==> src/hw/trace_arm_pkg.sv <==
package trace_arm_pkg;
	localparam int ADDR_W = 8;
	localparam int DATA_W = 32;
	localparam logic [7:0] ADDR_CTRL = 8'h00;
	localparam logic [7:0] ADDR_EMU_ARM = 8'h04;
	localparam logic [7:0] ADDR_EXT_ARM = 8'h08;
	localparam logic [7:0] ADDR_CMD = 8'h0C;
	localparam logic [7:0] ADDR_STATUS = 8'h10;
	localparam logic [7:0] ADDR_ROUTE = 8'h14;
	localparam logic [3:0] ADDR_ACT_PAGE = 4'h2;
	localparam int CTRL_LINK_BIT = 0;
	localparam int CTRL_TIMING_BIT = 1;
	localparam int CMD_EMU_START_BIT = 0;
	localparam int CMD_EXT_START_BIT = 1;
	localparam int CMD_INIT_BIT = 2;
	localparam int CMD_MON_BIT = 3;
	localparam int CMD_HALT_BIT = 4;
	localparam int ROUTE_W = 3;
	localparam int ROUTE_A_LSB = 0;
	localparam int ROUTE_B_LSB = 3;
	localparam logic [5:0] ROUTE_RESET = 6'h00;
	localparam int POD_W = 16;
	localparam int NUM_PODS = 4;
	localparam int LINES = POD_W * NUM_PODS;
	localparam int POD_SEL_LSB = 2;
	localparam int ARM_SEL_W = 3;
	localparam logic [1:0] ACT_LOW = 2'h0;
	localparam logic [1:0] ACT_HIGH = 2'h1;
	localparam logic [1:0] ACT_MOVING = 2'h2;

	typedef enum logic [2:0] {
		ARM_ALWAYS = 3'h0,
		ARM_EQ_A = 3'h1,
		ARM_EQ_B = 3'h2,
		ARM_NE_A = 3'h3,
		ARM_NE_B = 3'h4
	} arm_sel_e;

	typedef enum logic [3:0] {
		ST_IDLE = 4'h1,
		ST_WAIT = 4'h2,
		ST_ARMED = 4'h4,
		ST_BLOCKED = 4'h8
	} arm_state_e;

	function automatic logic sel_legal(input logic [2:0] s);
		sel_legal = (s <= ARM_NE_B);
	endfunction : sel_legal

	function automatic logic sel_is_ne(input logic [2:0] s);
		sel_is_ne = (s == ARM_NE_A) || (s == ARM_NE_B);
	endfunction : sel_is_ne

	function automatic logic sel_line(input logic [2:0] s, input logic a, input logic b);
		sel_line = ((s == ARM_EQ_A) || (s == ARM_NE_A)) ? a : b;
	endfunction : sel_line
endpackage : trace_arm_pkg

==> src/hw/trace_arm_ctrl.sv <==
// Functional notes
// - A trace starts only on a start command: emulation start for the emulation analyzer, external for external.
// - When linked, a separate external start is refused and one emulation start launches both analyzers.
// - Each arm source is line A asserted, line B asserted, or always armed.
// - The armed state is offered as a term to trigger, sequencer branch, count and prestore logic.
// - When linked, an external-only arm setting is refused and the emulation setting governs both.
// - After reset or analyzer init the arm selection is always armed and it can be read back.
// - With equal sense, assertion of the chosen line arms the analyzer.
// - With not-equal sense, a line set at start keeps the analyzer unarmed for the trace, else it arms at once.
// - Cross-trigger lines can be driven by the own trigger, the coax input and the coordinated measurement bus.
// - The activity monitor reports each input line as low, high or moving.
// - Activity is reported per pod of 16 lines with bit 0 lowest and bit 15 highest.
// - With the external analyzer in timing mode only equal-sense and always-armed arm selections are accepted.
`timescale 1ns/100ps
module trace_arm_ctrl (
	input wire logic CORE_CLK,
	input wire logic RST_N,
	input wire logic PSEL,
	input wire logic PENABLE,
	input wire logic PWRITE,
	input wire logic [7:0] PADDR,
	input wire logic [31:0] PWDATA,
	output logic [31:0] PRDATA,
	output logic PREADY,
	output logic PSLVERR,
	input wire logic EMU_TRIG_FOUND,
	input wire logic COAX_IN,
	input wire logic CMB_TRIG_IN,
	input wire logic [63:0] INPUT_LINES,
	output logic CROSS_TRIGGER_A,
	output logic CROSS_TRIGGER_B,
	output logic EMU_START,
	output logic EXT_START,
	output logic EMU_RUN,
	output logic EXT_RUN,
	output logic EMU_ARMED,
	output logic EXT_ARMED
);
	logic [1:0] ctrl_reg;
	logic [2:0] emu_sel_reg, ext_sel_reg;
	logic [5:0] route_reg;
	logic [31:0] prdata_reg, rd_next;
	logic pready_reg, pslverr_reg, err_next;
	logic emu_start_reg, ext_start_reg, emu_run_reg, ext_run_reg;
	logic emu_armed_reg, ext_armed_reg;
	logic line_a_reg, line_b_reg;
	logic [1:0] pin_s1_reg, pin_s2_reg, pin_s3_reg, pin_filt_reg;
	logic [1:0] pin_agree, pin_filt_next;
	logic [2:0] srcs;
	logic line_a_next, line_b_next;

	logic setup, access_ok, wr_en;
	logic hit_ctrl;
	logic hit_emu_arm;
	logic hit_ext_arm;
	logic hit_cmd;
	logic hit_status;
	logic hit_route;
	logic hit_act;
	logic hit_any;
	logic linked, timing;
	logic ext_arm_bad, cmd_bad, emu_arm_bad;
	logic cmd_wr;
	logic init_cmd;
	logic halt_cmd;
	logic mon_cmd;
	logic emu_go;
	logic ext_cmd_go;
	logic ext_go;
	logic [2:0] ext_eff_sel;
	logic emu_armed_w, ext_armed_w;
	logic [127:0] codes;
	logic [1:0] pod_idx;

	assign setup = PSEL && !PENABLE;
	assign access_ok = PSEL && PENABLE && pready_reg;
	assign wr_en = access_ok && PWRITE && !pslverr_reg;

	assign hit_ctrl = (PADDR == trace_arm_pkg::ADDR_CTRL);
	assign hit_emu_arm = (PADDR == trace_arm_pkg::ADDR_EMU_ARM);
	assign hit_ext_arm = (PADDR == trace_arm_pkg::ADDR_EXT_ARM);
	assign hit_cmd = (PADDR == trace_arm_pkg::ADDR_CMD);
	assign hit_status = (PADDR == trace_arm_pkg::ADDR_STATUS);
	assign hit_route = (PADDR == trace_arm_pkg::ADDR_ROUTE);
	assign hit_act = (PADDR[7:4] == trace_arm_pkg::ADDR_ACT_PAGE) && (PADDR[1:0] == 2'h0);
	assign hit_any = hit_ctrl || hit_emu_arm || hit_ext_arm || hit_cmd || hit_status || hit_route || hit_act;
	assign pod_idx = PADDR[trace_arm_pkg::POD_SEL_LSB +: 2];

	assign linked = ctrl_reg[trace_arm_pkg::CTRL_LINK_BIT];
	assign timing = ctrl_reg[trace_arm_pkg::CTRL_TIMING_BIT];

	// Refusals raise PSLVERR and leave all state untouched
	assign emu_arm_bad = !trace_arm_pkg::sel_legal(PWDATA[2:0]);
	assign ext_arm_bad = linked
		|| !trace_arm_pkg::sel_legal(PWDATA[2:0])
		|| (timing && trace_arm_pkg::sel_is_ne(PWDATA[2:0]));
	assign cmd_bad = linked && PWDATA[trace_arm_pkg::CMD_EXT_START_BIT];

	always_comb begin
		err_next = 1'b0;
		if (!hit_any) begin
			err_next = 1'b1;
		end else if (PWRITE && hit_emu_arm) begin
			err_next = emu_arm_bad;
		end else if (PWRITE && hit_ext_arm) begin
			err_next = ext_arm_bad;
		end else if (PWRITE && hit_cmd) begin
			err_next = cmd_bad;
		end else if (PWRITE && (hit_status || hit_act)) begin
			err_next = 1'b1;
		end
	end

	always_comb begin
		rd_next = '0;
		if (hit_ctrl) begin
			rd_next[1:0] = ctrl_reg;
		end else if (hit_emu_arm) begin
			rd_next[2:0] = emu_sel_reg;
		end else if (hit_ext_arm) begin
			rd_next[2:0] = ext_eff_sel;
		end else if (hit_status) begin
			rd_next[5:0] = {line_b_reg, line_a_reg, ext_armed_reg, emu_armed_reg, ext_run_reg, emu_run_reg};
		end else if (hit_route) begin
			rd_next[5:0] = route_reg;
		end else if (hit_act) begin
			rd_next = codes[32*pod_idx +: 32];
		end
	end

	assign cmd_wr = wr_en && hit_cmd;
	assign init_cmd = cmd_wr && PWDATA[trace_arm_pkg::CMD_INIT_BIT];
	assign halt_cmd = cmd_wr && PWDATA[trace_arm_pkg::CMD_HALT_BIT];
	assign mon_cmd = cmd_wr && PWDATA[trace_arm_pkg::CMD_MON_BIT];
	// Init overrides a start written in the same word
	assign emu_go = cmd_wr && PWDATA[trace_arm_pkg::CMD_EMU_START_BIT] && !init_cmd;
	assign ext_cmd_go = cmd_wr && PWDATA[trace_arm_pkg::CMD_EXT_START_BIT] && !init_cmd;
	assign ext_go = linked ? emu_go : ext_cmd_go;
	assign ext_eff_sel = linked ? emu_sel_reg : ext_sel_reg;

	always_ff @(posedge CORE_CLK or negedge RST_N) begin
		if (!RST_N) begin
			pready_reg <= 1'b0;
			pslverr_reg <= 1'b0;
			prdata_reg <= '0;
		end else begin
			pready_reg <= setup;
			pslverr_reg <= setup ? err_next : 1'b0;
			prdata_reg <= (setup && !PWRITE) ? rd_next : '0;
		end
	end

	always_ff @(posedge CORE_CLK or negedge RST_N) begin
		if (!RST_N) begin
			ctrl_reg <= '0;
			route_reg <= trace_arm_pkg::ROUTE_RESET;
		end else if (wr_en && hit_ctrl) begin
			ctrl_reg <= PWDATA[1:0];
		end else if (wr_en && hit_route) begin
			route_reg <= PWDATA[5:0];
		end
	end

	always_ff @(posedge CORE_CLK or negedge RST_N) begin
		if (!RST_N) begin
			emu_sel_reg <= trace_arm_pkg::ARM_ALWAYS;
			ext_sel_reg <= trace_arm_pkg::ARM_ALWAYS;
		end else if (init_cmd) begin
			emu_sel_reg <= trace_arm_pkg::ARM_ALWAYS;
			ext_sel_reg <= trace_arm_pkg::ARM_ALWAYS;
		end else if (wr_en && hit_emu_arm) begin
			emu_sel_reg <= PWDATA[2:0];
		end else if (wr_en && hit_ext_arm) begin
			ext_sel_reg <= PWDATA[2:0];
		end
	end

	always_ff @(posedge CORE_CLK or negedge RST_N) begin
		if (!RST_N) begin
			emu_start_reg <= 1'b0;
			ext_start_reg <= 1'b0;
			emu_run_reg <= 1'b0;
			ext_run_reg <= 1'b0;
		end else begin
			emu_start_reg <= emu_go;
			ext_start_reg <= ext_go;
			emu_run_reg <= emu_go || (emu_run_reg && !halt_cmd && !init_cmd);
			ext_run_reg <= ext_go || (ext_run_reg && !halt_cmd && !init_cmd);
		end
	end

	// Pins from outside: three stages, change taken when stages two and three agree
	assign pin_agree = ~(pin_s2_reg ^ pin_s3_reg);
	assign pin_filt_next = (pin_agree & pin_s3_reg) | (~pin_agree & pin_filt_reg);
	assign srcs = {pin_filt_reg[1], pin_filt_reg[0], EMU_TRIG_FOUND};
	assign line_a_next = |(srcs & route_reg[trace_arm_pkg::ROUTE_A_LSB +: trace_arm_pkg::ROUTE_W]);
	assign line_b_next = |(srcs & route_reg[trace_arm_pkg::ROUTE_B_LSB +: trace_arm_pkg::ROUTE_W]);

	always_ff @(posedge CORE_CLK or negedge RST_N) begin
		if (!RST_N) begin
			pin_s1_reg <= '0;
			pin_s2_reg <= '0;
			pin_s3_reg <= '0;
			pin_filt_reg <= '0;
			line_a_reg <= 1'b0;
			line_b_reg <= 1'b0;
		end else begin
			pin_s1_reg <= {CMB_TRIG_IN, COAX_IN};
			pin_s2_reg <= pin_s1_reg;
			pin_s3_reg <= pin_s2_reg;
			pin_filt_reg <= pin_filt_next;
			line_a_reg <= line_a_next;
			line_b_reg <= line_b_next;
		end
	end

	arm_unit emu_arm (
		.clk(CORE_CLK),
		.rst_n(RST_N),
		.start(emu_go),
		.halt(halt_cmd || init_cmd),
		.sel(emu_sel_reg),
		.line_a(line_a_reg),
		.line_b(line_b_reg),
		.armed(emu_armed_w)
	);

	arm_unit ext_arm (
		.clk(CORE_CLK),
		.rst_n(RST_N),
		.start(ext_go),
		.halt(halt_cmd || init_cmd),
		.sel(ext_eff_sel),
		.line_a(line_a_reg),
		.line_b(line_b_reg),
		.armed(ext_armed_w)
	);

	activity_monitor monitor (
		.clk(CORE_CLK),
		.rst_n(RST_N),
		.lines(INPUT_LINES),
		.clear(mon_cmd),
		.codes(codes)
	);

	always_ff @(posedge CORE_CLK or negedge RST_N) begin
		if (!RST_N) begin
			emu_armed_reg <= 1'b0;
			ext_armed_reg <= 1'b0;
		end else begin
			emu_armed_reg <= emu_armed_w;
			ext_armed_reg <= ext_armed_w;
		end
	end

	assign PRDATA = prdata_reg;
	assign PREADY = pready_reg;
	assign PSLVERR = pslverr_reg;
	assign CROSS_TRIGGER_A = line_a_reg;
	assign CROSS_TRIGGER_B = line_b_reg;
	assign EMU_START = emu_start_reg;
	assign EXT_START = ext_start_reg;
	assign EMU_RUN = emu_run_reg;
	assign EXT_RUN = ext_run_reg;
	assign EMU_ARMED = emu_armed_reg;
	assign EXT_ARMED = ext_armed_reg;
endmodule : trace_arm_ctrl

==> src/hw/arm_unit.sv <==
`timescale 1ns/100ps
module arm_unit (
	input wire logic clk,
	input wire logic rst_n,
	input wire logic start,
	input wire logic halt,
	input wire logic [2:0] sel,
	input wire logic line_a,
	input wire logic line_b,
	output logic armed
);
	trace_arm_pkg::arm_state_e state_reg, state_next;
	logic line_now;
	logic always_sel;
	logic ne_sel;

	assign line_now = trace_arm_pkg::sel_line(sel, line_a, line_b);
	assign always_sel = (sel == trace_arm_pkg::ARM_ALWAYS);
	assign ne_sel = trace_arm_pkg::sel_is_ne(sel);
	assign armed = (state_reg == trace_arm_pkg::ST_ARMED);

	always_comb begin
		state_next = state_reg;
		// Start wins over halt in one command word, so run and armed agree
		if (start) begin
			if (always_sel) begin
				state_next = trace_arm_pkg::ST_ARMED;
			end else if (ne_sel) begin
				// Line captured once at start decides the whole trace
				state_next = line_now ? trace_arm_pkg::ST_BLOCKED : trace_arm_pkg::ST_ARMED;
			end else begin
				state_next = line_now ? trace_arm_pkg::ST_ARMED : trace_arm_pkg::ST_WAIT;
			end
		end else if (halt) begin
			state_next = trace_arm_pkg::ST_IDLE;
		end else begin
			case (state_reg)
				trace_arm_pkg::ST_WAIT: begin
					if (line_now) begin
						state_next = trace_arm_pkg::ST_ARMED;
					end
				end
				default: begin
					state_next = state_reg;
				end
			endcase
		end
	end

	always_ff @(posedge clk or negedge rst_n) begin
		if (!rst_n) begin
			state_reg <= trace_arm_pkg::ST_IDLE;
		end else begin
			state_reg <= state_next;
		end
	end
endmodule : arm_unit

==> src/hw/activity_monitor.sv <==
`timescale 1ns/100ps
module activity_monitor (
	input wire logic clk,
	input wire logic rst_n,
	input wire logic [63:0] lines,
	input wire logic clear,
	output logic [127:0] codes
);
	logic [63:0] s1_reg, s2_reg, s3_reg, filt_reg, filt_next;
	logic [63:0] seen_hi_reg, seen_lo_reg, seen_hi_next, seen_lo_next;
	logic [127:0] codes_reg, codes_next;
	logic [63:0] agree;

	assign agree = ~(s2_reg ^ s3_reg);
	assign filt_next = (agree & s3_reg) | (~agree & filt_reg);
	assign seen_hi_next = clear ? filt_reg : (seen_hi_reg | filt_reg);
	assign seen_lo_next = clear ? ~filt_reg : (seen_lo_reg | ~filt_reg);
	assign codes = codes_reg;

	always_comb begin
		codes_next = '0;
		for (int i = 0; i < 64; i++) begin
			if (seen_hi_reg[i] && seen_lo_reg[i]) begin
				codes_next[2*i +: 2] = trace_arm_pkg::ACT_MOVING;
			end else if (seen_hi_reg[i]) begin
				codes_next[2*i +: 2] = trace_arm_pkg::ACT_HIGH;
			end else begin
				codes_next[2*i +: 2] = trace_arm_pkg::ACT_LOW;
			end
		end
	end

	always_ff @(posedge clk or negedge rst_n) begin
		if (!rst_n) begin
			s1_reg <= '0;
			s2_reg <= '0;
			s3_reg <= '0;
			filt_reg <= '0;
			seen_hi_reg <= '0;
			seen_lo_reg <= '0;
			codes_reg <= '0;
		end else begin
			s1_reg <= lines;
			s2_reg <= s1_reg;
			s3_reg <= s2_reg;
			filt_reg <= filt_next;
			seen_hi_reg <= seen_hi_next;
			seen_lo_reg <= seen_lo_next;
			codes_reg <= codes_next;
		end
	end
endmodule : activity_monitor

==> config.mk <==
export PLATFORM = sky130hd
export DESIGN_NAME = trace_arm_ctrl
export DESIGN_NICKNAME = d
export VERILOG_FILES = /design/src/hw/trace_arm_pkg.sv /design/src/hw/trace_arm_ctrl.sv /design/src/hw/arm_unit.sv /design/src/hw/activity_monitor.sv
export SDC_FILE = /design/constraint.sdc
export NUM_CORES = 1
export LEC_CHECK = 0
export ABC_AREA = 1
export BUFFER_PORTS_ARGS = -buffer_cell sky130_fd_sc_hd__buf_2
export CELL_PAD_IN_SITES_DETAIL_PLACEMENT = 0
export CELL_PAD_IN_SITES_GLOBAL_PLACEMENT = 1
export CORE_ASPECT_RATIO = 1.75
export CORE_UTILIZATION = 31
export DETAILED_ROUTE_END_ITERATION = 16
export PLACE_DENSITY = 0.57
export RECOVER_POWER = 50
export SLEW_MARGIN = 10
export SYNTH_ARGS = -nofsm -noshare
export SYNTH_HDL_FRONTEND = slang
export SYNTH_SLANG_ARGS = --single-unit
==> constraint.sdc <==
create_clock -name CORE_CLK -period 4.2 [get_ports CORE_CLK]
set_clock_uncertainty 0.15 [all_clocks]
set_input_delay 0.21 -clock CORE_CLK [delete_from_list [all_inputs] [get_ports CORE_CLK]]
set_output_delay 0.21 -clock CORE_CLK [all_outputs]
set_load 0.02 [all_outputs]
# --- After elaboration in Yosys (flattened, before gate mapping) ---
# Cells that the tools add are included.
# Widths: inputs -> output; s select.
classes:
  multipliers: 0
  n_addsub: 0
  shifts: 1
  muxes: 173
  order_cmp: 1
  n_eq_ne: 19
  div: 0
  n_bitwise: 18
  reduce_logical: 132
op_table:
  columns: ["op", "count"]
  rows:
  - ["$not 64->64", 3]
  - ["$or 64x64->64", 3]
  - ["$mux 2", 65]
  - ["$and 64x64->64", 2]
  - ["$mux 64", 2]
  - ["$shiftx 128x8->32", 1]
  - ["$logic_and 1x1->1", 93]
  - ["$mux 1", 73]
  - ["$mux 32", 2]
  - ["$xor 64x64->64", 1]
  - ["$mux 29", 2]
  - ["$mux 4", 14]
  - ["$mux 26", 2]
  - ["$mux 3", 10]
  - ["$mux 30", 1]
  - ["$logic_or 1x1->1", 17]
  - ["$eq 8x4->1 const B", 2]
  - ["$eq 8x5->1 const B", 2]
  - ["$eq 4x2->1 const B", 3]
  - ["$mux 6", 2]
  - ["$reduce_bool 3->1", 4]
  - ["$eq 3x2->1 const B", 3]
  - ["$eq 3x3->1 const B", 3]
  - ["$eq 4x3->1 const B", 2]
  - ["17 further kinds", 32]
totals:
  word_cells: 372
  latch_bits: 0
  rom_bits: 0
  ramBits: 0
  memories: 0
  regBits: 584
  out_inout_bits: 42

# --- Longest topological paths before layout ---
# Gate-level depths: netlist of run 1.
depth:
  ltp_word: 11
  mapped_depth: 15

# --- Hierarchy ---
# Synthesis of run 1 repeated with hierarchy kept, for this count alone.
unflattened:
  hier_cells: 1755
  area_unflattened_um2: 19955.4
modules_own_cells:
  columns: ["mod", "n_inst", "cells_each", "area_per_inst_um2", "seq_area_each_um2"]
  rows:
  - ["activity_monitor", 1, 1230, 15823.9, 12812.3]
  - ["trace_arm_ctrl", 1, 431, 3538.4, 1601.5]
  - ["arm_unit", 2, 47, 296.5, 101.3]

# --- Worst setup path after synthesis of run 1 ---
# Ideal clock, no wire load.
synth_path:
  kind: "flip-flop to flip-flop"
  from: "register ctrl_reg[0]"
  to: "register ext_arm.state_reg[2]"
  setup_time_ns: 0.116
  stages_incl_launch_ff: 13
  arrival_time_ns: 1.774
  setup_slack_ns: 2.160
  t_required_ns: 3.934
  cell_sequence: "dfrtp_1 -> buf_2 -> o21ai_0 -> nand2_1 -> o22ai_1 -> inv_1 -> ha_1 -> inv_1 -> nand2_1 -> nand3_1 -> nand2_1 -> nand2_1 -> nand2_1"
synth_between:
  elab_chain_cells: 8
  word_cells_on_any_way: 17
  cone_classes: "eq/ne (3); mux (8); reduce/logical (6)"
synth_lines:
  columns: ["item", "line", "text"]
  rows:
  - ["start, declared", "trace_arm_ctrl.sv:39", "logic [1:0] ctrl_reg;"]
  - ["start signal, assigned", "trace_arm_ctrl.sv:158", "ctrl_reg <= PWDATA[1:0];"]
  - ["$mux 3", "trace_arm_ctrl.sv:139", "assign ext_eff_sel = linked ? emu_sel_reg : ext_sel_reg;"]
  - ["$eq 3x1->1 or $eq 3x2->1 (tied branches)", "trace_arm_pkg.sv:55, trace_arm_pkg.sv:51", null]
  - ["$logic_or 1x1->1", "trace_arm_pkg.sv:55", "sel_line = ((s == ARM_EQ_A) || (s == ARM_NE_A)) ? a : b;"]
  - ["$mux 1", "trace_arm_pkg.sv:55", null]
  - ["$mux 3 or $mux 4 (tied branches)", "arm_unit.sv:32, arm_unit.sv:30", null]
  - ["$mux 4", "arm_unit.sv:28", "end else if (ne_sel) begin"]
  - ["$mux 4", "arm_unit.sv:26", "if (always_sel) begin"]
  - ["$mux 4", "arm_unit.sv:25", "if (start) begin"]
  - ["end signal, assigned", "arm_unit.sv:52", "state_reg <= trace_arm_pkg::ST_IDLE;"]
  - ["end signal, assigned", "arm_unit.sv:54", "state_reg <= state_next;"]
  - ["end, declared", "arm_unit.sv:12", "trace_arm_pkg::arm_state_e state_reg, state_next;"]
# Several ways; a longest one is shown, not always the timed one.
# A chain may end at the register's enable or synchronous reset.

# --- Worst setup path in the final report of run 1 ---
layout_path:
  from: "input port PADDR[0]"
  to: "register monitor.seen_hi_reg[27]"
layout_between:
  elab_chain_cells: 4
layout_lines:
  columns: ["item", "line", "text"]
  rows:
  - ["start, declared", "trace_arm_ctrl.sv:21", "input wire logic [7:0] PADDR,"]
  - ["$eq 8x4->1", "trace_arm_ctrl.sv:82", "assign hit_cmd = (PADDR == trace_arm_pkg::ADDR_CMD);"]
  - ["$logic_and 1x1->1", "trace_arm_ctrl.sv:131", "assign cmd_wr = wr_en && hit_cmd;"]
  - ["$logic_and 1x1->1", "trace_arm_ctrl.sv:134", "assign mon_cmd = cmd_wr && PWDATA[trace_arm_pkg::CMD_MON_BIT];"]
  - ["$mux 64", "activity_monitor.sv:16", "assign seen_hi_next = clear ? filt_reg : (seen_hi_reg | filt_reg);"]
  - ["net monitor.seen_hi_next[27]", "activity_monitor.sv:10", "logic [63:0] seen_hi_reg, seen_lo_reg, seen_hi_next, seen_lo_next;"]
  - ["end signal, assigned", "activity_monitor.sv:47", "seen_hi_reg <= seen_hi_next;"]
  - ["end, declared", "activity_monitor.sv:10", null]
# The timed path passes the listed nets, and every way through them passes these cells.

==> results by group, run 1 <==
Setup path
  • Crit-path most repeated cell: dlygate4sd3_1
  • Largest stage delay, worst path: 0.75 ns
  • Crit. Startpoint: PADDR[0]
  • Worst path top cell family by delay: buffers and inverters
  • CP Buf/Inv Count: 5
  • Startpoint types: primary input
  • CP cell instances: dlygate4sd3_1 > buf_2 > nor2_1 > dlygate4sd3_1 > nand2_1 > nor2_2 > inv_2 > nor3_4 > buf_4 > o21bai_1
  • Worst EP required: 4.49 ns
  • Setup CP Type: primary input to flip-flop
  • Crit path depth: 10
  • Crit path max fanout: 64
  • Crit Reg-Reg Startpoint: ctrl_reg[0]
  • CP max stage cell: buf_4
  • Cells on worst reg2reg path: 12
  • Worst r2r dst: ext_arm.state_reg[2]
  • Crit end category: flip-flop
  • R2R Setup Slk: 1.55 ns
  • Critical Path AT: 3.15 ns
  • Critical Path End: monitor.seen_hi_reg[27]

Logic synthesis
  • Mapped Cells: 1508
  • Seq/Total Area, Yosys: 0.757
  • Synth Flop Type: dfrtp_1
  • Synthesized Nets: 1624
  • Post-synthesis async set-or-reset flop share: 1.00
  • Most area-consuming cells after synthesis: dfrtp_1, nand2_1, inv_1
  • Synth warn: 0
  • Yosys cell types: 33
  • Number of synthesized flops with an enable pin: 0
  • Mean Syn Cell Area: 12.8 um^2
  • Yosys reg bits: 584
  • Top cell type's share of synthesized area: 0.754
  • Synth area leader: dfrtp_1
  • Mapped cell area: 0.0193 mm^2

Place
  • Placer Congestion: 0.828
  • I/O Buffers: 127
  • HPWL after detailed placement: 25700 um
  • Pre-CTS setup slack: 1.49 ns

GRT
  • Grt ovf: 0
  • GRT Overall Usage: 0.136
  • Vias in the first global route: 11887
  • Pin count of the biggest net entering global routing: 94
  • Antenna violations before repair: 2
  • First-pass GRT wire length: 65900 um

Clocking
  • Clock buffer depth: 3
  • H-tree depth: 2
  • CTS tree: built
  • TritonCTS Sinks: 584
  • Clk slew on worst S/H paths: 0.06 ns
  • Postcts setup bufs: 0
  • Post-cts resize count: 0
  • Num CTS Buffers: 53
  • Clk_lat worst skew: 0.61 ns
  • Quantity of hold-fixing buffers added after cts: 84
  • CTS root buf: clkbuf_16

Route
  • DRT antenna net count: 0
  • Iteration-0 DRC count of the detailed router: 476
  • Vias: 11146
  • Drt pass-1 iters: 4
  • DR vias/cell: 4.31
  • DR WL/cell: 15.8 um
  • WL final: 40800 um
  • DRC: 0

Die
  • IO Pins: 154
  • Die area: 0.0633 mm^2
  • Initial Utilization: 0.315
  • Die span in x: 191 um
  • Std cell rows: 120
  • Core ar.: 0.0614 mm^2
  • Die H: 332 um

STA
  • RSZ-0062 raised after global routing: false
  • Worst Tran Pin Value: 2.53 ns
  • Final Cycle Share: 0.680
  • Minimum clock period: 2.86 ns
  • Setup WS post-layout: 1.34 ns
  • Fmax: 350 MHz
  • Final Hold Vio Count: 0
  • Hold WS: 0.0664 ns
  • Final number of setup-violating endpoints: 0
  • Worst rel slew slack: -0.688
  • Final setup TNS: 0 ns
  • Slew Viols, Final: 88

Finish
  • Commonest cells after routing, fill and taps aside: dfrtp_1, nand2_1, inv_1
  • Share of cells above drive strength 1: 0.128
  • Layout Nets: 1870
  • Most common cell after layout, fill and taps aside: dfrtp_1
  • Ant diodes: 0
  • Area growth, synth to finish: 22.1%

Run status
  • Failing checks: max-capacitance violations, max-slew violations
  • Status: finished, violations left

Pwr
  • Power Density: 476 mW/mm^2
  • Max VDD drop: 0.318 mV
  • Leak pwr: 11.2 nW

Hold path
  • Tightest Hold Check Type: primary input to flip-flop

Run
  • Max cap viols: 1
## cells by family after synthesis
group,count (synthesis),share of synthesized area
and+or+nand+nor,389,0.0812
muxes,1,0.000583
DFF,584,0.757
AOI/OAI and AO/OA,247,0.0797
buffers and inverters,217,0.0449
adders and majority gates,70,0.0368
## Yosys cell counts, types with 2 or more instances
cell,instances
nand3_1,20
a22oi_1,44
o21ai_0,95
nand3b_1,2
clkbuf_1,25
buf_6,6
a31oi_1,11
nor2_1,88
nand4_1,15
nor4_1,2
nand2_1,255
dfrtp_1,582
o21bai_1,66
maj3_1,66
inv_1,177
ha_1,4
dfstp_2,2
inv_2,2
o22ai_1,2
buf_2,6
a21oi_1,25
nor3_1,2
## worst register-to-register path: stages, from the launching register on
cell	delay [ns]
dfrtp_1	0.56
inv_1	0.17
o21ai_0	0.58
nand2_1	0.15
o22ai_1	0.25
inv_1	0.07
ha_1	0.29
inv_1	0.06
nand2_1	0.05
nand3_1	0.08
nand2_1	0.06
nand2_1	0.05
nand2_1	0.04
## through the flow
stage,power [mW],cells,instance area (um^2),utilization
floorplan,6.08,1508,19300,-
global route,11.7,2587,23600,0.384
CTS,11.5,2587,23600,0.385
finish,11.2,2587,23600,0.384
detailed placement,6.35,2408,21000,0.342
global placement,6.34,2408,21000,0.342
## power by group
part           total, mW  internal [mW]  switching [mW]
Sequential          5.88           5.79          0.0959
Combinational      0.399          0.172           0.227
Clock               4.94           2.85            2.09
## worst min-delay path by stage
stage / slack, ns / cells after the start / from / end
after global placement: 0.14 / 1 / RST_N / async pin
after floorplan: -0.24 / 0 / RST_N / CROSS_TRIGGER_A
after detailed placement: 0.15 / 1 / RST_N / async pin
after CTS: 0.002 / 6 / PADDR[7] / EMU_RUN
final: 0.07 / 6 / PADDR[7] / EMU_RUN
after global routing: 0.04 / 6 / PADDR[7] / EMU_RUN
## layout make-up
class                   count  area, um^2
clock buffers              73        1530
clock inverters            22         258
fillers                  5879       37800
inverters                 180         676
multi-input cells         707        3860
flip-flops and latches    584       14600
well taps                 793         992
repair buffers            228        1660
## routing by layer
metal | global-route usage | vias up | wire, um
li1 | - | 5319 | -
met1 | 0.161 | 5560 | 16400
met2 | 0.239 | 193 | 21300
met3 | 0.0229 | 74 | 1590
met4 | 0.0562 | 0 | 1410
met5 | 0 | - | 0
Note: power is estimated with default switching activity, not from simulation.
==> inputs of run 2 (changes only) <==
ABC_AREA = 0   (was 1)
PLACE_DENSITY = 0.56   (was 0.57)
clock period = 2.75 ns   (was 4.2 ns; I/O delays follow)
==> run 2 against run 1 <==
The run now ends clean. Area after synthesis is essentially flat. Critical path depth unchanged. First-iteration DRC count shrank 35%. Highest routed layer unchanged. Wire length fell by 13%. Synthesized cell count is 17% lower. Sequential cell count did not move. Non-clock buffer count rose by 62. Register-to-register slack worse by 1.2 ns. Worst hold slack got worse by 0.057 ns. Sequential share of layout area down 2.0 points.
==> results by group, run 2 <==
Pwr
  • Design Power: 17.6 mW (+56%)
  • Leak pwr: 10.6 nW (-5.7%)
  • Power Density: 720 mW/mm^2 (+51%)
  • Max VDD drop: 0.679 mV (+110%)

Die
  • Initial Utilization: 0.315 (about the same)
  • Std cell rows: 120 (unchanged)
  • Die span in x: 191 um (about the same)
  • Die H: 332 um (about the same)
  • Die area: 0.0634 mm^2 (about the same)
  • Core ar.: 0.0614 mm^2 (unchanged)
  • IO Pins: 154 (unchanged)

Clocking
  • H-tree depth: 2 (unchanged)
  • Clock buffer depth: 3 (unchanged)
  • CTS tree: built
  • TritonCTS Sinks: 584 (unchanged)
  • Num CTS Buffers: 55 (+3.8%)
  • CTS root buf: clkbuf_16
  • Clk slew on worst S/H paths: 0.06 ns (about the same)
  • Clk_lat worst skew: 0.60 ns (about the same)

Logic synthesis
  • Post-synthesis async set-or-reset flop share: 1.00 (unchanged)
  • Top cell type's share of synthesized area: 0.753 (about the same)
  • Number of synthesized flops with an enable pin: 0 (unchanged)
  • Mean Syn Cell Area: 15.4 um^2 (+20%)
  • Synth area leader: dfrtp_1
  • Synth warn: 0 (unchanged)
  • Most area-consuming cells after synthesis: dfrtp_1, mux4_2, maj3_1
  • Synth cell count leaders: dfrtp_1, nand2_1, nor2b_1
  • Synth Flop Type: dfrtp_1
  • Mapped Cells: 1258 (-17%)
  • Mapped cell area: 0.0193 mm^2 (about the same)
  • Synthesized Nets: 1374 (-15%)
  • Seq/Total Area, Yosys: 0.756 (about the same)
  • Most frequent cell after synthesis: dfrtp_1
  • Yosys reg bits: 584 (unchanged)
  • Yosys cell types: 53 (+61%)

Finish
  • Layout Nets: 1681 (-10%)
  • Commonest cells after routing, fill and taps aside: dfrtp_1, nand2_1, dlygate4sd3_1
  • Area growth, synth to finish: 26.1%
  • Ant diodes: 0 (unchanged)
  • Final core utilization: 0.397 (+0.0129)
  • Most common cell after layout, fill and taps aside: dfrtp_1
  • Share of cells above drive strength 1: 0.176 (+0.0486)
  • Cell area after layout: 0.0244 mm^2 (+3.3%)

STA
  • Hold WS: 0.00950 ns (-0.0569 ns)
  • Final number of setup-violating endpoints: 0 (unchanged)
  • Fmax: 377 MHz
  • Final Hold Vio Count: 0 (unchanged)
  • Final setup TNS: 0 ns (unchanged)
  • Minimum clock period: 2.65 ns
  • Worst Tran Pin Value: 1.30 ns (-1.23 ns)
  • Final Cycle Share: 0.965
  • Worst rel slew slack: 0.130 (+0.819)
  • Slew Viols, Final: 0 (-100%)
  • RSZ-0062 raised after global routing: false

GRT
  • GRT Overall Usage: 0.118 (-0.0179)
  • Antenna violations before repair: 1 (-1)
  • GRT met3 Usage: 0.0240 (+0.00102)
  • Pin count of the biggest net entering global routing: 129 (+37%)
  • Grt ovf: 0 (unchanged)
  • First-pass GRT wire length: 58100 um (-12%)
  • Met1 usage in global routing: 0.141 (-0.0208)
  • Vias in the first global route: 11203 (-5.8%)
  • Most Used Layer, Global Route: met2
  • Met2 usage: 0.201 (-0.0383)

Route
  • DRC: 0 (unchanged)
  • DRT antenna net count: 0 (unchanged)
  • Drt pass-1 iters: 4 (unchanged)
  • WL final: 35500 um (-13%)
  • Iteration-0 DRC count of the detailed router: 311 (-35%)
  • DR WL/cell: 14.7 um (-6.4%)
  • DR vias/cell: 4.31 (about the same)
  • Vias: 10364 (-7.0%)

Setup path
  • Crit-path most repeated cell: dlygate4sd3_1
  • Crit path max fanout: 55 (-14%)
  • Setup CP Type: primary input to flip-flop
  • CP Buf/Inv Count: 5 (unchanged)
  • Crit path depth: 10 (unchanged)
  • Critical Path AT: 3.03 ns (-0.12 ns)
  • Startpoint types: primary input
  • CP cell instances: dlygate4sd3_1 > buf_4 > buf_16 > nand2b_1 > a211o_1 > nand3_1 > a21oi_1 > dlygate4sd3_1 > a21oi_1 > dlygate4sd3_1
  • R2R Setup Slk: 0.37 ns (-1.18 ns)
  • CP max stage cell: dlygate4sd3_1
  • Largest stage delay, worst path: 0.56 ns (-0.19 ns)
  • Worst EP required: 3.13 ns (-1.36 ns)
  • Cells on worst reg2reg path: 6 (-6)
  • Crit end category: flip-flop
  • Worst path top cell family by delay: buffers and inverters

Place
  • I/O Buffers: 127 (unchanged)
  • Post-DP Area: 0.0211 mm^2 (+0.65%)
  • HPWL after detailed placement: 21900 um (-15%)
  • Placer Congestion: 0.773 (-6.7%)

Hold path
  • Tightest Hold Check Type: primary input to flip-flop
  • WHS Path Cells: 6 (unchanged)

Run
  • Max cap viols: 0 (-1)

Run status
  • Status: finished clean
==> run 2: changes by cell type after synthesis, moves of 13 or more <==
cell,previous run,this run
and3_1,0,27
mux4_2,0,31
o21bai_1,66,0
a21o_1,0,68
a22oi_1,44,5
a21oi_1,25,12
nand2_1,255,152
inv_1,177,14
and2_1,1,65
nor2b_1,0,69
nand3_1,20,4
o21ai_0,95,16
nor2_1,88,15
==> run 2: worst paths after layout <==
path,start,to
setup / recovery,PADDR[2],PSLVERR
hold / removal,PADDR[0],PRDATA[2]
setup reg to reg,PREADY,emu_arm.state_reg[3]
hold reg to reg,monitor.s1_reg[22],monitor.s2_reg[22]
max in group asynchronous,RST_N,monitor.s1_reg[3]
min in group asynchronous,RST_N,monitor.s2_reg[10]
==> run 2: cell families after synthesis <==
family / synth area share
DFF: 0.756
adders and majority gates: 0.0368
AOI/OAI and AO/OA: 0.0487
and+or+nand+nor: 0.102
buffers and inverters: 0.0119
muxes: 0.0447
==> run 2: through the flow <==
stage          instances  setup WS (ns)
3_5_place_dp        2161          0.419
6_report            2404         0.0970
2_1_floorplan       1258          0.727
3_3_place_gp        2161          0.429
5_1_grt             2404        0.00821
4_1_cts             2404         0.0374
==> run 2: cell type report <==
cell class | instances | area, um^2
Clock buffer | 77 | 1550
Clock inverter | 26 | 362
Fill cell | 5717 | 37000
Inverter | 14 | 52.6
Multi-Input combinational cell | 620 | 4510
Sequential cell | 584 | 14600
Tap cell | 793 | 992
Timing Repair Buffer | 290 | 2290
==> run 2: repair_timing <==
item,4_1_cts,5_1_grt
buffers inserted,0,1
resized for setup,0,3
setup endpoints to repair,0,3
hold buffers,140,0
endpoints found under the hold margin,470,0
==> run 2: per-layer routing <==
metal  up-vias  routed length, um  part of all wire
met5         -                  0                 0
met4         0               1400             0.040
met3        69               1450             0.041
met2       190              17800              0.50
met1      5237              14800              0.42
li1       4868                  -                 -
==> run 2: worst register-to-register path, cell delays in order, from the launching register on <==
cell,delay (ns)
dfrtp_1,0.34
nand4_1,0.23
nor4_4,0.50
dlygate4sd3_1,0.70
nand3b_1,0.11
nor2_1,0.15
a21o_1,0.13
==> run 2: where the power goes <==
group	internal (mW)	switching, mW
clock	4.70	3.19
combinational	0.307	0.346
sequential	8.85	0.161
total	13.9	3.70
==> inputs of run 3 (changes only) <==
--- a/config.mk
+++ b/config.mk
@@ -16,2 +16,3 @@
 export RECOVER_POWER = 50
+export SETUP_SLACK_MARGIN = 0.4
 export SLEW_MARGIN = 10
--- a/constraint.sdc
+++ b/constraint.sdc
@@ -4,2 +4,2 @@
 set_output_delay 0.1375 -clock CORE_CLK [all_outputs]
-set_load 0.02 [all_outputs]
+set_load 0.01 [all_outputs]
==> run 3 against run 2 <==
Highest routed layer unchanged. The run now ends with negative hold slack left. Maximum frequency up 11%. Critical path type unchanged. Register-to-register slack better by 0.09 ns. Core utilization up 0.079 points.
==> results by group, run 3 (synthesis results as in run 2) <==
Run status
  • Status: finished, violations left
  • Failing checks: negative hold slack

Route
  • DR vias/cell: 4.32 (+0.22%)
  • Drt pass-1 iters: 4 (unchanged)
  • DRT antenna net count: 0 (unchanged)
  • Vias: 10400 (+0.35%)
  • DR WL/cell: 14.8 um (+0.11%)
  • WL final: 35500 um (+0.24%)
  • DRC: 0 (unchanged)
  • Iteration-0 DRC count of the detailed router: 306 (-1.6%)

Pwr
  • Leak pwr: 10.6 nW (+0.13%)
  • Power Density: 719 mW/mm^2 (-0.24%)
  • Max VDD drop: 0.680 mV (+0.10%)

STA
  • RSZ-0062 raised after global routing: true
  • Final number of setup-violating endpoints: 0 (unchanged)
  • Worst rel slew slack: 0.117 (-0.0135)
  • Slew Viols, Final: 0 (unchanged)
  • Final Hold Vio Count: 2 (+2)
  • Fmax: 417 MHz (+11%)
  • Worst Tran Pin Value: 1.32 ns (+0.0202 ns)
  • Final setup TNS: 0 ns (unchanged)
  • Final Cycle Share: 0.872 (-0.0931)
  • Hold WS: -0.00864 ns (-0.0181 ns)
  • Minimum clock period: 2.40 ns (-0.256 ns)

Setup path
  • CP Buf/Inv Count: 3 (-2)
  • Worst EP required: 3.11 ns (-0.02 ns)
  • Crit end category: flip-flop
  • Largest stage delay, worst path: 0.63 ns (+0.07 ns)
  • Crit Reg-Reg Startpoint: ctrl_reg[0]
  • Crit-path most repeated cell: dlygate4sd3_1
  • Setup CP Type: primary input to flip-flop
  • Worst path top cell family by delay: buffers and inverters
  • CP max stage cell: dlygate4sd3_1
  • Crit path max fanout: 12 (-78%)
  • Startpoint types: primary input
  • Crit. Startpoint: PADDR[4]
  • CP cell instances: dlygate4sd3_1 > buf_2 > or4bb_1 > or4_4 > dlygate4sd3_1 > o22ai_1
  • Critical Path AT: 2.76 ns (-0.27 ns)

Clocking
  • H-tree depth: 2 (unchanged)
  • Num CTS Buffers: 55 (unchanged)
  • Quantity of hold-fixing buffers added after cts: 139 (-0.71%)
  • Clock buffer depth: 3 (unchanged)
  • TritonCTS Sinks: 584 (unchanged)
  • Clk_lat worst skew: 0.60 ns (about the same)
  • CTS root buf: clkbuf_16
  • Clk slew on worst S/H paths: 0.06 ns (about the same)
  • CTS tree: built

Finish
  • Ant diodes: 0 (unchanged)
  • Commonest cells after routing, fill and taps aside: dfrtp_1, nand2_1, dlygate4sd3_1
  • Cell area after layout: 0.0244 mm^2 (+0.20%)
  • Most common cell after layout, fill and taps aside: dfrtp_1
  • # fillers: 5712 (-0.087%)
  • Share of cells above drive strength 1: 0.180 (+0.00401)
  • Final core utilization: 0.398 (+0.000795)
  • Area growth, synth to finish: 26.4%
  • Layout Nets: 1684 (+0.18%)

Die
  • Initial Utilization: 0.315 (unchanged)
  • Die span in x: 191 um (unchanged)
  • Die H: 332 um (unchanged)
  • Std cell rows: 120 (unchanged)
  • Die area: 0.0634 mm^2 (unchanged)
  • Core ar.: 0.0614 mm^2 (unchanged)
  • IO Pins: 154 (unchanged)

GRT
  • Vias in the first global route: 11185 (-0.16%)
  • Pin count of the biggest net entering global routing: 129 (unchanged)
  • GRT Overall Usage: 0.118 (about the same)
  • Antenna violations before repair: 1 (unchanged)
  • Grt ovf: 0 (unchanged)
  • First-pass GRT wire length: 58100 um (about the same)

Hold path
  • Hold Path Origin: PADDR[0]
  • Tightest Hold Check Type: primary input to flip-flop

Place
  • Placer Congestion: 0.773 (unchanged)
  • Post-DP Area: 0.0211 mm^2 (unchanged)
  • I/O Buffers: 127 (unchanged)
  • HPWL after detailed placement: 21900 um (unchanged)

Run
  • Max cap viols: 0 (unchanged)
## run 3: cell count changes in the layout (fill, tap and decap cells not counted), sizes merged
cell / previous run / this run
buf: 132 / 136
clkbuf: 96 / 95
## run 3: per-layer routing
layer / wire (um) / track usage / vias to the layer above
li1: - / - / 4872
met1: 14900 / 0.141 / 5279
met2: 17900 / 0.201 / 182
met3: 1390 / 0.0240 / 67
met4: 1340 / 0.0555 / 0
met5: 0 / 0 / -
## run 3: tightest hold or removal path, delay by kind of cell
family / cells / cell delay (ns)
AO/OA/AOI/OAI: 1 / 0.06
buffers and inverters: 1 / 0.09
AND/OR/NAND/NOR: 3 / 0.41
## run 3: per-stage QoR
step           worst slack (ns)  std cells  total power, mW
6_report                  0.353       2407             17.6
5_1_grt                   0.337       2407             18.3
4_1_cts                   0.402       2403             17.9
3_5_place_dp              0.419       2161             9.71
3_3_place_gp              0.429       2161             9.69
2_1_floorplan             0.727       1258             9.31
## run 3: repair_timing
| item | CTS | global route |
|---|---|---|
| buffers inserted | 0 | 4 |
| hold endpoints to repair | 470 | 2 |
| endpoints found under the setup margin | 0 | 17 |
| resized for setup | 0 | 7 |
## run 3: final timing paths
check | slack, ns | endpoint | depth (start not counted)
hold reg to reg | 0.20 | monitor.s2_reg[22] | 0
max in group asynchronous | 0.72 | PRDATA[26] | 3
hold / removal | -0.009 | EXT_RUN | 5
setup / recovery | 0.35 | ext_arm.state_reg[0] | 6
min in group asynchronous | 0.24 | monitor.s2_reg[10] | 2
setup reg to reg | 0.46 | ext_arm.state_reg[1] | 5
## run 3: report_power, final
part | internal [mW] | switching, mW | total [mW]
registers | 8.85 | 0.160 | 9.01
logic | 0.309 | 0.339 | 0.648
clock network | 4.70 | 3.19 | 7.90
total | 13.9 | 3.69 | 17.6
## run 3: cell type report
type	instances	area, um^2	share of cell area
Sequential cell	584	14600	0.598
Multi-Input combinational cell	620	4530	0.186
Timing Repair Buffer	293	2320	0.0949
Clock buffer	77	1550	0.0634
Tap cell	793	992	0.0406
Clock inverter	26	362	0.0148
Inverter	14	52.6	0.00215
